`config.mk`:
```
export PLATFORM = sky130hd
export DESIGN_NAME = mcce_encoder
export DESIGN_NICKNAME = d
export VERILOG_FILES = /design/src/verilog/mcce_pkg.sv /design/src/verilog/mcce_encoder.sv /design/src/verilog/mcce_field_sanitizer.sv
export SDC_FILE = /design/constraint.sdc
export NUM_CORES = 1
export LEC_CHECK = 0
export BUFFER_PORTS_ARGS = -buffer_cell sky130_fd_sc_hd__buf_2
export CORE_ASPECT_RATIO = 2
export CORE_UTILIZATION = 55
export CTS_CLUSTER_SIZE = 8
export DETAILED_ROUTE_END_ITERATION = 12
export PLACE_DENSITY = 0.85
export SKIP_LAST_GASP = 1
export SLEW_MARGIN = 0
export SYNTH_ARGS = -nofsm -noshare
export SYNTH_HDL_FRONTEND = slang
export SYNTH_SLANG_ARGS = --single-unit
```
`constraint.sdc`:
```
create_clock -name ref_clk_in -period 2.45 [get_ports ref_clk_in]
set_input_delay 0.1225 -clock ref_clk_in [delete_from_list [all_inputs] [get_ports ref_clk_in]]
set_output_delay 0.1225 -clock ref_clk_in [all_outputs]
set_load 0.1 [all_outputs]
```
`src/verilog/mcce_pkg.sv`:
```
package mcce_pkg;

    typedef enum logic [1:0] {
        MCCE_CLASS_TLB = 2'b00,
        MCCE_CLASS_CACHE = 2'b01,
        MCCE_CLASS_BUS = 2'b10,
        MCCE_CLASS_TIMER = 2'b11
    } mcce_class_e;

    localparam logic [1:0] ACCESS_INSTR = 2'h0;
    localparam logic [1:0] ACCESS_DATA = 2'h1;
    localparam logic [1:0] ACCESS_GENERIC = 2'h2;

    localparam logic [1:0] LEVEL_ZERO = 2'h0;
    localparam logic [1:0] LEVEL_ONE = 2'h1;
    localparam logic [1:0] LEVEL_TWO = 2'h2;
    localparam logic [1:0] LEVEL_ANY = 2'h3;

    localparam logic [3:0] REQ_GENERIC_FAULT = 4'h0;
    localparam logic [3:0] REQ_GENERIC_READ = 4'h1;
    localparam logic [3:0] REQ_GENERIC_WRITE = 4'h2;
    localparam logic [3:0] REQ_DATA_LOAD = 4'h3;
    localparam logic [3:0] REQ_DATA_STORE = 4'h4;
    localparam logic [3:0] REQ_INSTRUCTION_FETCH = 4'h5;
    localparam logic [3:0] REQ_PREFETCH = 4'h6;
    localparam logic [3:0] REQ_LINE_CASTOUT = 4'h7;
    localparam logic [3:0] REQ_SNOOP = 4'h8;

    localparam logic [1:0] ROLE_ORIGINATOR = 2'h0;
    localparam logic [1:0] ROLE_ANSWERED_REQUEST = 2'h1;
    localparam logic [1:0] ROLE_THIRD_PARTY_SEEN = 2'h2;
    localparam logic [1:0] ROLE_GENERIC = 2'h3;

    localparam logic [1:0] SPACE_MEMORY = 2'h0;
    localparam logic [1:0] SPACE_RESERVED = 2'h1;
    localparam logic [1:0] SPACE_IO = 2'h2;
    localparam logic [1:0] SPACE_OTHER = 2'h3;

    localparam logic [11:0] TLB_PREFIX = 12'h001;
    localparam logic [7:0] CACHE_PREFIX = 8'h01;
    localparam logic [4:0] BUS_PREFIX = 5'h01;
    localparam logic [15:0] TIMER_CODE = 16'h0400;

    localparam logic [15:0] CODE_RESET = 16'h0000;
    localparam int NUM_BANKS = 4;
    localparam int BANK_IDX_W = 2;

endpackage

```
`src/verilog/mcce_encoder.sv`:
```
`timescale 1ns/100ps
// Packs a detector report into a compound error code and logs it in a bank.
module mcce_encoder (
    input wire logic ref_clk_in,
    input wire logic rst_n_in,
    input wire logic fault_in,
    input wire mcce_pkg::mcce_class_e class_in,
    input wire logic [mcce_pkg::BANK_IDX_W-1:0] bank_sel_in,
    input wire logic access_known_in,
    input wire logic [1:0] access_kind_in,
    input wire logic level_known_in,
    input wire logic [1:0] cache_depth_in,
    input wire logic request_known_in,
    input wire logic instr_data_known_in,
    input wire logic [3:0] request_kind_in,
    input wire logic [1:0] role_field_in,
    input wire logic timed_out_in,
    input wire logic [1:0] space_field_in,
    input wire logic [mcce_pkg::NUM_BANKS-1:0] bank_clear_in,
    input wire logic [mcce_pkg::BANK_IDX_W-1:0] read_sel_in,
    output logic [15:0] bank_status_register_out,
    output logic entry_holds_info_out,
    output logic [15:0] last_code_out,
    output logic code_valid_out
);

    logic [1:0] access_kind;
    logic [1:0] cache_depth;
    logic [3:0] request_kind;
    logic [1:0] space_field;
    logic [15:0] code_next;
    logic [15:0] bank_code_reg [mcce_pkg::NUM_BANKS];
    logic [mcce_pkg::NUM_BANKS-1:0] bank_valid_reg;
    logic [15:0] last_code_reg;
    logic code_valid_reg;

    mcce_field_sanitizer u_sanitizer (
        .class_in(class_in),
        .access_known_in(access_known_in),
        .access_kind_in(access_kind_in),
        .level_known_in(level_known_in),
        .cache_depth_in(cache_depth_in),
        .request_known_in(request_known_in),
        .instr_data_known_in(instr_data_known_in),
        .request_kind_in(request_kind_in),
        .space_field_in(space_field_in),
        .access_kind_out(access_kind),
        .cache_depth_out(cache_depth),
        .request_kind_out(request_kind),
        .space_field_out(space_field)
    );

    // The role field is taken as seen by this processor, the one doing the logging.
    always_comb begin
        case (class_in)
            mcce_pkg::MCCE_CLASS_TLB: begin
                code_next = {mcce_pkg::TLB_PREFIX, access_kind, cache_depth};
            end
            mcce_pkg::MCCE_CLASS_CACHE: begin
                code_next = {mcce_pkg::CACHE_PREFIX, request_kind, access_kind,
                             cache_depth};
            end
            mcce_pkg::MCCE_CLASS_BUS: begin
                code_next = {mcce_pkg::BUS_PREFIX, role_field_in, timed_out_in, request_kind,
                             space_field, cache_depth};
            end
            mcce_pkg::MCCE_CLASS_TIMER: begin
                code_next = mcce_pkg::TIMER_CODE;
            end
            default: begin
                code_next = mcce_pkg::CODE_RESET;
            end
        endcase
    end

    // A new fault wins over a clear of the same bank in the same cycle.
    always_ff @(posedge ref_clk_in or negedge rst_n_in) begin
        if (!rst_n_in) begin
            bank_valid_reg <= '0;
            for (int i = 0; i < mcce_pkg::NUM_BANKS; i++) begin
                bank_code_reg[i] <= mcce_pkg::CODE_RESET;
            end
        end else begin
            for (int i = 0; i < mcce_pkg::NUM_BANKS; i++) begin
                if (fault_in && bank_sel_in == i[mcce_pkg::BANK_IDX_W-1:0]) begin
                    bank_code_reg[i] <= code_next;
                    bank_valid_reg[i] <= 1'b1;
                end else if (bank_clear_in[i]) begin
                    bank_code_reg[i] <= mcce_pkg::CODE_RESET;
                    bank_valid_reg[i] <= 1'b0;
                end
            end
        end
    end

    always_ff @(posedge ref_clk_in or negedge rst_n_in) begin
        if (!rst_n_in) begin
            last_code_reg <= mcce_pkg::CODE_RESET;
            code_valid_reg <= 1'b0;
        end else begin
            code_valid_reg <= fault_in;
            if (fault_in) begin
                last_code_reg <= code_next;
            end
        end
    end

    assign bank_status_register_out = bank_code_reg[read_sel_in];
    assign entry_holds_info_out = bank_valid_reg[read_sel_in];
    assign last_code_out = last_code_reg;
    assign code_valid_out = code_valid_reg;

endmodule // mcce_encoder

```
`src/verilog/mcce_field_sanitizer.sv`:
```
`timescale 1ns/100ps
// Forces the access, depth, request and space sub-fields to legal values before they are packed; role and expiry pass unchanged.
module mcce_field_sanitizer (
    input wire mcce_pkg::mcce_class_e class_in,
    input wire logic access_known_in,
    input wire logic [1:0] access_kind_in,
    input wire logic level_known_in,
    input wire logic [1:0] cache_depth_in,
    input wire logic request_known_in,
    input wire logic instr_data_known_in,
    input wire logic [3:0] request_kind_in,
    input wire logic [1:0] space_field_in,
    output logic [1:0] access_kind_out,
    output logic [1:0] cache_depth_out,
    output logic [3:0] request_kind_out,
    output logic [1:0] space_field_out
);

    function automatic logic is_write(input logic [3:0] kind);
        is_write = (kind == mcce_pkg::REQ_GENERIC_WRITE) || (kind == mcce_pkg::REQ_DATA_STORE);
    endfunction

    always_comb begin
        access_kind_out = access_kind_in;
        if (!access_known_in || access_kind_in == 2'h3) begin
            access_kind_out = mcce_pkg::ACCESS_GENERIC;
        end
    end

    always_comb begin
        cache_depth_out = cache_depth_in;
        if (!level_known_in) begin
            cache_depth_out = mcce_pkg::LEVEL_ANY;
        end
    end

    always_comb begin
        request_kind_out = request_kind_in;
        if (!request_known_in || request_kind_in > mcce_pkg::REQ_SNOOP) begin
            request_kind_out = mcce_pkg::REQ_GENERIC_FAULT;
        end else if (!instr_data_known_in) begin
            request_kind_out = is_write(request_kind_in) ? mcce_pkg::REQ_GENERIC_WRITE
                                                         : mcce_pkg::REQ_GENERIC_READ;
        end
        if (class_in != mcce_pkg::MCCE_CLASS_CACHE &&
            (request_kind_out == mcce_pkg::REQ_LINE_CASTOUT ||
             request_kind_out == mcce_pkg::REQ_SNOOP)) begin
            request_kind_out = mcce_pkg::REQ_GENERIC_FAULT;
        end
    end

    always_comb begin
        space_field_out = space_field_in;
        if (space_field_in == mcce_pkg::SPACE_RESERVED) begin
            space_field_out = mcce_pkg::SPACE_OTHER;
        end
    end

endmodule // mcce_field_sanitizer

```
======== Yosys cells after proc, flatten, opt, wreduce, memory -nomap -nowiden ========
Cells that the tools add are included.
storage, ports and cells
  memories kept ........................... 0
  register bits ........................... 85
  RAM bits ................................ 0
  output and inout bits ................... 34
  ROM bits ................................ 0
  bits in latches ......................... 0
operators by class
  bitwise logic cells ..................... 1
  $lt $le $gt $ge ......................... 3
  equality and inequality tests ........... 13
  divide/modulo/power cells ............... 0
  shift operators ......................... 0
  reductions and logical operators ........ 17
  add/sub/neg operators ................... 0
  $mul .................................... 0
  multiplexer cells ....................... 29
operator list
  operator              count
  $mux W16              10
  $pmux W16 S4          1
  $bmux W16 S2          1
  $mux W4               3
  $eq A2 B2 Y1 const B  5
  $mux W1               9
  $eq A4 B3 Y1 const B  2
  $mux W2               4
  $reduce_bool A2 Y1    4
  $eq A2 B1 Y1 const B  3
  $logic_and A1 B1 Y1   5
  $eq A4 B2 Y1 const B  1
  $eq A4 B4 Y1 const B  1
  $gt A4 B4 Y1 const B  1
  $logic_not A2 Y1      2
  $logic_or A1 B1 Y1    4
  $ge A3 B3 Y1 const B  1
  $lt A2 B3 Y1 const B  1
  $not A2 Y3            1
  $bmux W1 S2           1
  $logic_not A1 Y1      2
  $ne A2 B1 Y1 const B  1

======== Longest topological paths before layout ========
Gate-level depths: netlist of run 1.
  word-level depth ........................ 11
  mapped depth ............................ 6
  mapped depth without buffers ............ 4

======== By module ========
From an unflattened synthesis of run 1, not the netlist that was laid out.
second synthesis, totals
  cells, all modules ...................... 287
  area total of the unflattened synthesis .. 3226.8 um^2
by module, submodules not included
  module                sequential area each (um^2)  instances  cells each  area an instance (um^2)
  mcce_encoder          1626.6                       1          262         3059.2
  mcce_field_sanitizer  0.0                          1          25          167.7

======== Worst setup path after synthesis of run 1 ========
OpenSTA, ideal clock, no wires.
  path kind ............................... register to register
  from .................................... register, netlist name last_code_out[11]
  to ...................................... register last_code_reg[11] (netlist: last_code_out[11])
  setup time .............................. 125 ps
  clock period less this slack ............ 1256 ps
  data required time ...................... 2325 ps
  setup slack ............................. 1194 ps
  data arrival time ....................... 1130 ps
  cell stages (with the launch flop) ...... 2
  cells stage by stage .................... dfrtp_1 > mux2_2
RTL lines
  element               line                 text
  to (signal assigned)  mcce_encoder.sv:98   last_code_reg <= mcce_pkg::CODE_RESET;
  to (signal assigned)  mcce_encoder.sv:103  last_code_reg <= code_next;
  to (decl)             mcce_encoder.sv:34   logic [15:0] last_code_reg;

======== Worst setup path in the final report of run 1 ========
  from .................................... register bank_code_reg[53] (netlist bit)
  to ...................................... output bank_status_register_out[5]
on the way
  longest elaborated chain between the ends .. 3
ends and longest elaborated chain
  element                                       line                 text
  from (decl)                                   mcce_encoder.sv:32   logic [15:0] bank_code_reg [mcce_pkg::NUM_BANKS];
  from (signal, indexed assignment)             mcce_encoder.sv:81   bank_code_reg[i] <= mcce_pkg::CODE_RESET;
  from (signal, indexed assignment)             mcce_encoder.sv:86   bank_code_reg[i] <= code_next;
  from (signal, indexed assignment)             mcce_encoder.sv:89   bank_code_reg[i] <= mcce_pkg::CODE_RESET;
  $bmux W16 S2                                  mcce_encoder.sv:108  assign bank_status_register_out = bank_code_reg[read_sel_in];
  $mux W16 (not written as such) (2 in series)  mcce_encoder.sv:108
  to (decl)                                     mcce_encoder.sv:21   output logic [15:0] bank_status_register_out,
Every way passes these cells. The select of a mux whose other input is x is not followed.

==> results_dict.tcl, run 1 <==
set metrics [dict create \
    outcome "finished clean" \
    grt_pass1_vias 2507 \
    dr.pass1.iters 5 \
    synth.cell_area_mm2 0.00320 \
    worstRegToRegCells 1 \
    antenna_found_initial 0 \
    fin_crit_sh_pct 67.2 \
    area.growth.synth_to_final_pct 14.8 \
    drtAntennaViolNets 0 \
    finalMaxSlewViolations 0 \
    fin_nets 368 \
    fin_skew_ns 0 \
    via_count 2530 \
    synth_top_family_by_area "simple AND/OR/NAND/NOR gates" \
    cp-end-kind "output pin" \
    antenna_cells 0 \
    power_mw 2.58 \
    largest_reg_flops 48 \
    synth_xor_area_share_pct 0 \
    cts_tree "done" \
    drive_gt1_share_pct 28.3 \
    cts_max_path_buffers 2 \
    place_congestion 0.816 \
    synth.yosys.seq_area_share_pct 50.9 \
    cp.arrival_ns 1.52 \
    peakVddDrop_mv 0.722 \
    critical_path.endpoint "bank_status_register_out[5]" \
    timing.hold.ws_ns 0.0577 \
    synth_commonest_cells "dfrtp_1, o21ai_0, nand3b_1, clkbuf_1, mux4_2" \
    grt_overflow 0 \
    drt_wl_total_um 7510 \
    synthArstFlopShare_pct 100 \
    synth_most_common_cell "dfrtp_1" \
    startpoint "bank_code_reg[53]$_DFFE_PN0P_" \
    ys_ff_latch 65 \
    p_seq_share_pct 44.7 \
    drc 0 \
    clock_power_share_pct 34.6 \
    reg2reg_from "last_code_out[11]$_DFFE_PN0P_" \
    htreeDepth 3 \
    synth.top_cell.area_share_pct 50.9 \
    dp_hpwl_um 5000 \
    synthMuxAreaShare_pct 9.83 \
    report.final.hold_viol_count 0 \
    viasPerCell 6.28 \
    die-area_mm2 0.00614 \
    portBuffers 55 \
    max_freq_ghz 0.608 \
    grt_pass1_wl_um 12300 \
    synth_compound_gate_area_share_pct 15.0 \
    p_leak_nw 1.68 \
    combPwrFrac_pct 20.6 \
    whs_path_depth 1 \
    core.rowCount 38 \
    fin_tns_setup_ns 0 \
    grt_max_degree 66 \
    worstPathMaxFanout 2 \
    p_sw_uw 850 \
    power_per_cell_area_mw_per_mm2 702 \
    yosysWarnings 0 \
    coreArea_mm2 0.00552 \
    ys_types 39 \
    setup_viol 0 \
    worst_pin_slew_ns 0.795 \
    drv_cap 0 \
    final.min_clock_period_ns 1.65 \
    cts-root-buf "clkbuf_8" \
    ys.flop_type "dfrtp_1" \
    r2r-end "last_code_out[11]$_DFFE_PN0P_" \
    die_x_um 55.9 \
    synthAdderAreaFrac_pct 0 \
    insertion_delay_ns 0.33 \
    r2r_slack_ns 1.69 \
    finish.utilization_pct 66.5 \
    die_h_um 110 \
    swShare_pct 33.0 \
    max_slew_margin_pct 47.0 \
    synth_area_leaders "dfrtp_1, nand3b_1, mux4_2" \
    cp.required_ns 2.33 \
    path_class "flop to output pin" \
    hold_class "primary input to flop" \
    p_int_mw 1.72 \
    rsz0062_at_grt "no" \
    cts_sinks 65 \
    synth_edf_count 0 \
    drtIter0Drc 120 \
    path_clk_slew_ns 0.07 \
    wl_per_cell_um 18.6 \
    syn_inst 287 \
    synth.avg_cell_area_um2 11.1 \
    cp-start-kind "flop" \
    initial_core_util_pct 57.9 \
    numCtsBuffers 9 \
    synth_simple_gate_area_share_pct 18.6 \
    cts_setup_buffers 0 \
    synth_area_leader_cell "dfrtp_1" \
    grt_util_all_layers_pct 26.3 \
    pin_count 64 \
]
## metrics by stage
step                      instance area (µm²)  std cells  setup slack, ns
after CTS                                3670        403            0.804
after detailed placement                 3460        386            0.679
after floorplan                          3220        294             1.19
after global placement                   3460        386            0.755
final                                    3670        403            0.804
after global routing                     3670        403            0.785
## power groups by stage
stage	registers (mW)	clock network (mW)	logic (mW)
floorplan	1.28	0	0.297
detailed placement	1.17	0	0.530
global route	1.16	0.948	0.561
finish	1.15	0.892	0.532
CTS	1.15	0.905	0.533
global placement	1.17	0	0.523
## cells in the final DEF (no fill, tap or decap), types with 2 or more instances in the layout
cell	instances
a21oi_1	6
a21oi_2	2
a31oi_1	4
buf_2	55
buf_4	4
clkbuf_8	10
clkinv_2	4
conb_1	8
dfrtp_1	65
inv_1	9
mux4_2	13
nand2_1	11
nand2b_1	4
nand3b_1	50
nor2_1	8
nor2b_1	2
nor3_1	3
nor3b_1	2
o21ai_0	52
o21ai_1	3
o311ai_1	3
o41ai_1	4
## kinds of logic (layout without fill, tap and decap cells)
group,after synthesis,after routing
AOI/OAI and AO/OA,80,80
buffers and inverters,37,86
DFF,65,65
muxes,15,15
other,1,8
and+or+nand+nor,89,89
## worst min path at each step
stage	start	to	slack, ns
after floorplan	rst_n_in	bank_code_reg[0]$_DFFE_PN0P_	-0.17
after global placement	rst_n_in	last_code_out[10]$_DFFE_PN0P_	0.33
after detailed placement	rst_n_in	last_code_out[6]$_DFFE_PN0P_	0.34
after CTS	fault_in	code_valid_out$_DFF_PN0_	0.04
after global routing	fault_in	code_valid_out$_DFF_PN0_	0.05
final	fault_in	code_valid_out$_DFF_PN0_	0.06
## per-layer routing
metal  wire, µm  vias up  track usage [%]
met2       3960      119             44.9
met1       2950     1245             32.1
met4        183        0             11.8
li1           -     1150                -
met5          0        -                0
met3        425       16             5.41
## worst max-delay path, cell delays in order, from the launching register on
cell,delay (ns)
dfrtp_1,0.40
mux4_2,0.47
buf_2,0.31
## cell type report
type / count / area [µm²]
Tap cell: 60 / 75.1
Sequential cell: 65 / 1630
Clock buffer: 10 / 138
Clock inverter: 6 / 57.6
Inverter: 10 / 37.5
Multi-Input combinational cell: 192 / 1420
Timing Repair Buffer: 60 / 315
Fill cell: 429 / 1850
## what timing repair did
item	4_1_cts	5_1_grt
endpoints found under the hold margin	63	0
hold buffers	1	0
gates resized for setup	0	0
No activity file was read; power rests on OpenSTA's default activity.
==> run 2, diff against run 1 <==
- ABC_AREA: default -> 1
- CORE_UTILIZATION: 55 -> 54
- PLACE_DENSITY: 0.85 -> 0.84
- clock period: 2.45 -> 1.6 ns (I/O delays scaled with it)
==> run 2 against run 1 <==
Compared with the run above:
- total power increased by 69%
- non-clock buffer count increased by 6
- critical path depth increased by 1
- via count increased by 9.8%
- setup slack got worse by 0.64 ns
- global-route usage increased by 4.1 points
- final cell count increased by 21%
- clock power increased by 70%
- design area increased by 7.0%
- area after synthesis decreased by 6.2%
- sequential power increased by 53%
- critical path type unchanged
- largest power group unchanged
==> results_dict.tcl, run 2 <==
set metrics [dict create \
    outcome "finished clean" \
    synth_most_common_cell "nand2_1" \
    antenna_found_initial 0 \
    drt_wl_total_um 7810 \
    p_int_mw 2.93 \
    worstPathMaxFanout 2 \
    dp.cells 470 \
    synth.yosys.seq_area_share_pct 54.3 \
    cts_max_path_buffers 2 \
    rsz0062_at_grt "no" \
    drc 0 \
    synthArstFlopShare_pct 100 \
    largest_reg_flops 48 \
    grt_max_degree 66 \
    finish.utilization_pct 73.1 \
    cp-end-kind "output pin" \
    wl_per_cell_um 16.0 \
    synth_commonest_cells "nand2_1, o21ai_0, dfrtp_1, nor2_1, inv_1" \
    ys_types 22 \
    synth_area_leaders "dfrtp_1, o21ai_0, nand2_1" \
    hold_class "primary input to flop" \
    p_sw_mw 1.43 \
    report.final.hold_viol_count 0 \
    die_h_um 107 \
    max_freq_ghz 0.695 \
    fin_skew_ns 0 \
    cp.required_ns 1.52 \
    placed_cell_area_mm2 0.00368 \
    drv_cap 0 \
    initial_core_util_pct 55.8 \
    clock_power_share_pct 34.9 \
    cp.arrival_ns 1.36 \
    syn_inst 364 \
    synth.top_cell.area_share_pct 54.3 \
    grt_pass1_wl_um 12500 \
    portBuffers 55 \
    drtAntennaViolNets 0 \
    antenna_cells 0 \
    layout_commonest_cell "nand2_1" \
    place_congestion 0.824 \
    cp-start-kind "flop" \
    fin_nets 453 \
    cts-resized-gates 0 \
    grt_util_all_layers_pct 30.4 \
    pin_count 64 \
    via_count 2779 \
    cts_sinks 65 \
    p_leak_nw 1.92 \
    final.min_clock_period_ns 1.44 \
    drtIter0Drc 141 \
    finalMaxSlewViolations 0 \
    swShare_pct 32.8 \
    fin_cells 488 \
    coreArea_mm2 0.00537 \
    fin_crit_sh_pct 90.0 \
    worst_pin_slew_ns 1.04 \
    fin_tns_setup_ns 0 \
    setup_viol 0 \
    r2r_slack_ns 0.91 \
    dr.pass1.iters 5 \
    dp_hpwl_um 5430 \
    power_per_cell_area_mw_per_mm2 1110 \
    synth.avg_cell_area_um2 8.24 \
    grt_pass1_vias 2744 \
    path_class "flop to output pin" \
    htreeDepth 3 \
    cts-root-buf "clkbuf_8" \
    yosysWarnings 0 \
    synth_area_leader_cell "dfrtp_1" \
    path_clk_slew_ns 0.06 \
    core.rowCount 38 \
    peakVddDrop_mv 0.886 \
    drive_gt1_share_pct 24.1 \
    cts_setup_buffers 0 \
    ys_ff_latch 65 \
    viasPerCell 5.69 \
    synth.cell_area_mm2 0.00300 \
    numCtsBuffers 9 \
    max_slew_margin_pct 30.5 \
    ys.flop_type "dfrtp_1" \
    design_area_mm2 0.00393 \
    cts_tree "done" \
    area.growth.synth_to_final_pct 30.9 \
    combPwrFrac_pct 24.8 \
    final_cell_mix "nand2_1, o21ai_0, dfrtp_1" \
    die_x_um 54.7 \
    ctsHoldBuffers 2 \
    die-area_mm2 0.00587 \
    p_seq_share_pct 40.4 \
    insertion_delay_ns 0.33 \
    synth_edf_count 0 \
    grt_overflow 0 \
]
==> run 2: cell types whose count changed after synthesis, sizes merged, moves of 13 or more <==
cell / previous run / this run
inv: 10 / 29
mux4: 13 / 0
nor2: 8 / 35
o22ai: 0 / 13
nand2: 11 / 98
o21ai: 55 / 86
nand3b: 50 / 0
==> run 2: layer usage <==
| layer | global-route usage (%) | vias up | wire length [µm] |
|---|---|---|---|
| li1 | - | 1288 | - |
| met4 | 15.0 | 0 | 216 |
| met5 | 0 | - | 0 |
| met1 | 34.6 | 1343 | 2740 |
| met3 | 5.51 | 16 | 508 |
| met2 | 51.4 | 132 | 4340 |
==> run 2: cell families after synthesis <==
group / after synthesis / synth area share [%]
AND/OR/NAND/NOR: 143 / 19.9
buffers and inverters: 54 / 8.06
other: 1 / 0.125
flip-flops: 65 / 54.3
AO/OA/AOI/OAI: 101 / 17.7
==> run 2: cell type report <==
type | instances | area [µm²]
clock buffers | 15 | 196
flip-flops and latches | 65 | 1630
clock inverters | 1 | 30.0
inverters | 29 | 109
fillers | 374 | 1450
multi-input cells | 252 | 1310
well taps | 60 | 75.1
repair buffers | 66 | 583
==> run 2: final timing paths <==
path / startpoint / end / depth (start not counted)
worst max-delay path: bank_code_reg[37]$_DFFE_PN0P_ / bank_status_register_out[5] / 3
worst min register to register: bank_code_reg[20]$_DFFE_PN0P_ / bank_code_reg[20]$_DFFE_PN0P_ / 2
worst min-delay path: bank_clear_in[3] / bank_valid_reg[3]$_DFFE_PN0P_ / 4
min in group asynchronous: rst_n_in / bank_code_reg[11]$_DFFE_PN0P_ / 3
max in group asynchronous: rst_n_in / bank_code_reg[6]$_DFFE_PN0P_ / 3
worst max register to register: bank_code_reg[17]$_DFFE_PN0P_ / bank_code_reg[17]$_DFFE_PN0P_ / 2
==> run 2: through the flow <==
step | hold slack (ns) | setup slack [ns] | power [mW]
3_3_place_gp | 0.111 | 0.219 | 2.84
4_1_cts | 0.0180 | 0.155 | 4.36
6_report | 0.0283 | 0.160 | 4.35
3_5_place_dp | 0.117 | 0.124 | 2.86
5_1_grt | 0.0420 | 0.0962 | 4.49
2_1_floorplan | -0.216 | -0.0000925 | 2.54
==> run 2: power groups by stage <==
stage               Clock [mW]  Sequential [mW]  Combinational (mW)
global route              1.60             1.76                1.13
floorplan                    0             1.95               0.590
detailed placement           0             1.78                1.07
global placement             0             1.78                1.06
finish                    1.52             1.76                1.08
CTS                       1.53             1.76                1.08
==> run 2: worst max-delay path, cell delays in order, from the launching register on <==
cell     delay (ns)
dfrtp_1        0.38
o21ai_0        0.33
o22ai_4        0.12
buf_12         0.18
==> run 3, diff against run 2 <==
- CAP_MARGIN: default -> 40
- CELL_PAD_IN_SITES_DETAIL_PLACEMENT: default -> 1
- CELL_PAD_IN_SITES_GLOBAL_PLACEMENT: default -> 2
- CORE_UTILIZATION: 54 -> 31
- PLACE_DENSITY: 0.84 -> 0.83
==> run 3 against run 2 <==
Compared with the run above:
- final cell count up 10%
- die area rose by 72%
- design area rose by 5.0%
- routed wire length rose by 19%
- fmax fell by 3.6%
- total power is 7.9% higher
- largest cell class unchanged
==> results_dict.tcl, run 3 (synthesis results as in run 2) <==
set metrics [dict create \
    worst_pin_slew_ns 0.568 \
    final.min_clock_period_ns 1.49 \
    largest_reg_flops 48 \
    cts_max_path_buffers 2 \
    drv_cap 0 \
    fin_crit_sh_pct 93.3 \
    fin_skew_ns 0 \
    peakVddDrop_mv 0.496 \
    cts-root-buf "clkbuf_16" \
    portBuffers 55 \
    whs_path_depth 4 \
    core.rowCount 50 \
    die-area_mm2 0.0101 \
    outcome "finished clean" \
    cp.arrival_ns 1.41 \
    drtAntennaViolNets 0 \
    antenna_cells 0 \
    cts_tree "done" \
    timing.hold.ws_ns 0.0423 \
    grt_pass1_wl_um 15300 \
    final-seq-area_mm2 0.00163 \
    die_x_um 71.5 \
    grt_util_all_layers_pct 20.4 \
    report.final.hold_viol_count 0 \
    cts_sinks 65 \
    fin_tns_setup_ns 0 \
    drtIter0Drc 112 \
    fin_nets 461 \
    die_h_um 141 \
    coreArea_mm2 0.00938 \
    htreeDepth 3 \
    drt_wl_total_um 9260 \
    cts_setup_buffers 0 \
    viasPerCell 5.15 \
    drive_gt1_share_pct 26.4 \
    antenna_found_initial 0 \
    grt_overflow 0 \
    numCtsBuffers 9 \
    dr.pass1.iters 4 \
    wl_per_cell_um 17.2 \
    layout_commonest_cell "nand2_1" \
    grt_max_degree 39 \
    path_clk_slew_ns 0.05 \
    cp-start-kind "flop" \
    p_leak_nw 1.98 \
    place_congestion 0.747 \
    grt_pass1_vias 2994 \
    max_freq_ghz 0.670 \
    dp_hpwl_um 6710 \
    power_per_cell_area_mw_per_mm2 1140 \
    area.growth.synth_to_final_pct 37.5 \
    cp-end-kind "output pin" \
    via_count 2774 \
    final_cell_mix "nand2_1, o21ai_0, dfrtp_1" \
    fillers 1127 \
    insertion_delay_ns 0.33 \
    fin_cells 539 \
    drc 0 \
    initial_core_util_pct 31.9 \
    worstPathMaxFanout 2 \
    hold_class "primary input to flop" \
    setup_viol 0 \
    pin_count 64 \
    worstRegToRegCells 2 \
    multiInputGateArea_mm2 0.00132 \
    max_slew_margin_pct 61.7 \
    dp.cells 521 \
    finalMaxSlewViolations 0 \
    rsz0062_at_grt "no" \
    cp.required_ns 1.52 \
    path_class "flop to output pin" \
]
-- run 3: changes by cell type in the layout (fill, tap and decap cells not counted), moves of 2 or more --
cell / previous run / this run
nor3_2: 0 / 2
clkbuf_8: 14 / 3
clkbuf_16: 0 / 9
buf_4: 7 / 13
inv_1: 27 / 25
nor3_1: 4 / 2
clkinvlp_4: 0 / 3
-- run 3: critical path, cell delays in order (launching register included) --
cell and delay (ns):
dfrtp_1 0.38, o21ai_0 0.39, o22ai_4 0.13, buf_12 0.18
-- run 3: worst paths after layout --
path,slack (ns),from,end
setup / recovery,0.11,bank_code_reg[22]$_DFFE_PN0P_,bank_status_register_out[6]
max in group asynchronous,0.77,rst_n_in,bank_code_reg[4]$_DFFE_PN0P_
min in group asynchronous,0.25,rst_n_in,last_code_out[0]$_DFFE_PN0P_
setup reg to reg,0.91,bank_code_reg[1]$_DFFE_PN0P_,bank_code_reg[1]$_DFFE_PN0P_
hold / removal,0.04,bank_clear_in[3],bank_valid_reg[3]$_DFFE_PN0P_
hold reg to reg,0.47,bank_valid_reg[1]$_DFFE_PN0P_,bank_valid_reg[1]$_DFFE_PN0P_
-- run 3: routing by layer --
layer  global-route usage [%]  routed length (µm)
met4                     8.77                 207
met5                        0                   0
met1                     21.6                3410
met3                     3.86                 299
met2                     38.3                5340
-- run 3: layout make-up --
type                            count  area share [%]
Tap cell                          104            3.16
Clock buffer                       13            6.56
Timing Repair Buffer               73            15.5
Sequential cell                    65            39.5
Clock inverter                      2           0.304
Multi-Input combinational cell    252            32.1
Inverter                           29            2.73
Timing Repair inverter              1           0.182
-- run 3: repair_timing --
action,CTS,global route
hold endpoints to repair,20,0
hold buffers,2,0
gates resized for setup,0,7
setup endpoints to repair,0,19
-- run 3: power by group --
group          internal, mW  switching (mW)  total, mW
clock network          1.16           0.661       1.82
logic                 0.294           0.822       1.12
registers              1.72          0.0413       1.76
total                  3.18            1.52       4.70
-- run 3: metrics by stage --
step	total power [mW]	util (%)	instance area, µm²	setup WS [ns]
floorplan	2.54	-	3170	-0.0000925
finish	4.70	43.9	4120	0.107
global placement	2.88	40.3	3780	0.0578
CTS	4.75	43.6	4090	0.0508
global route	4.88	43.9	4120	0.0266
detailed placement	2.91	40.4	3790	0.235
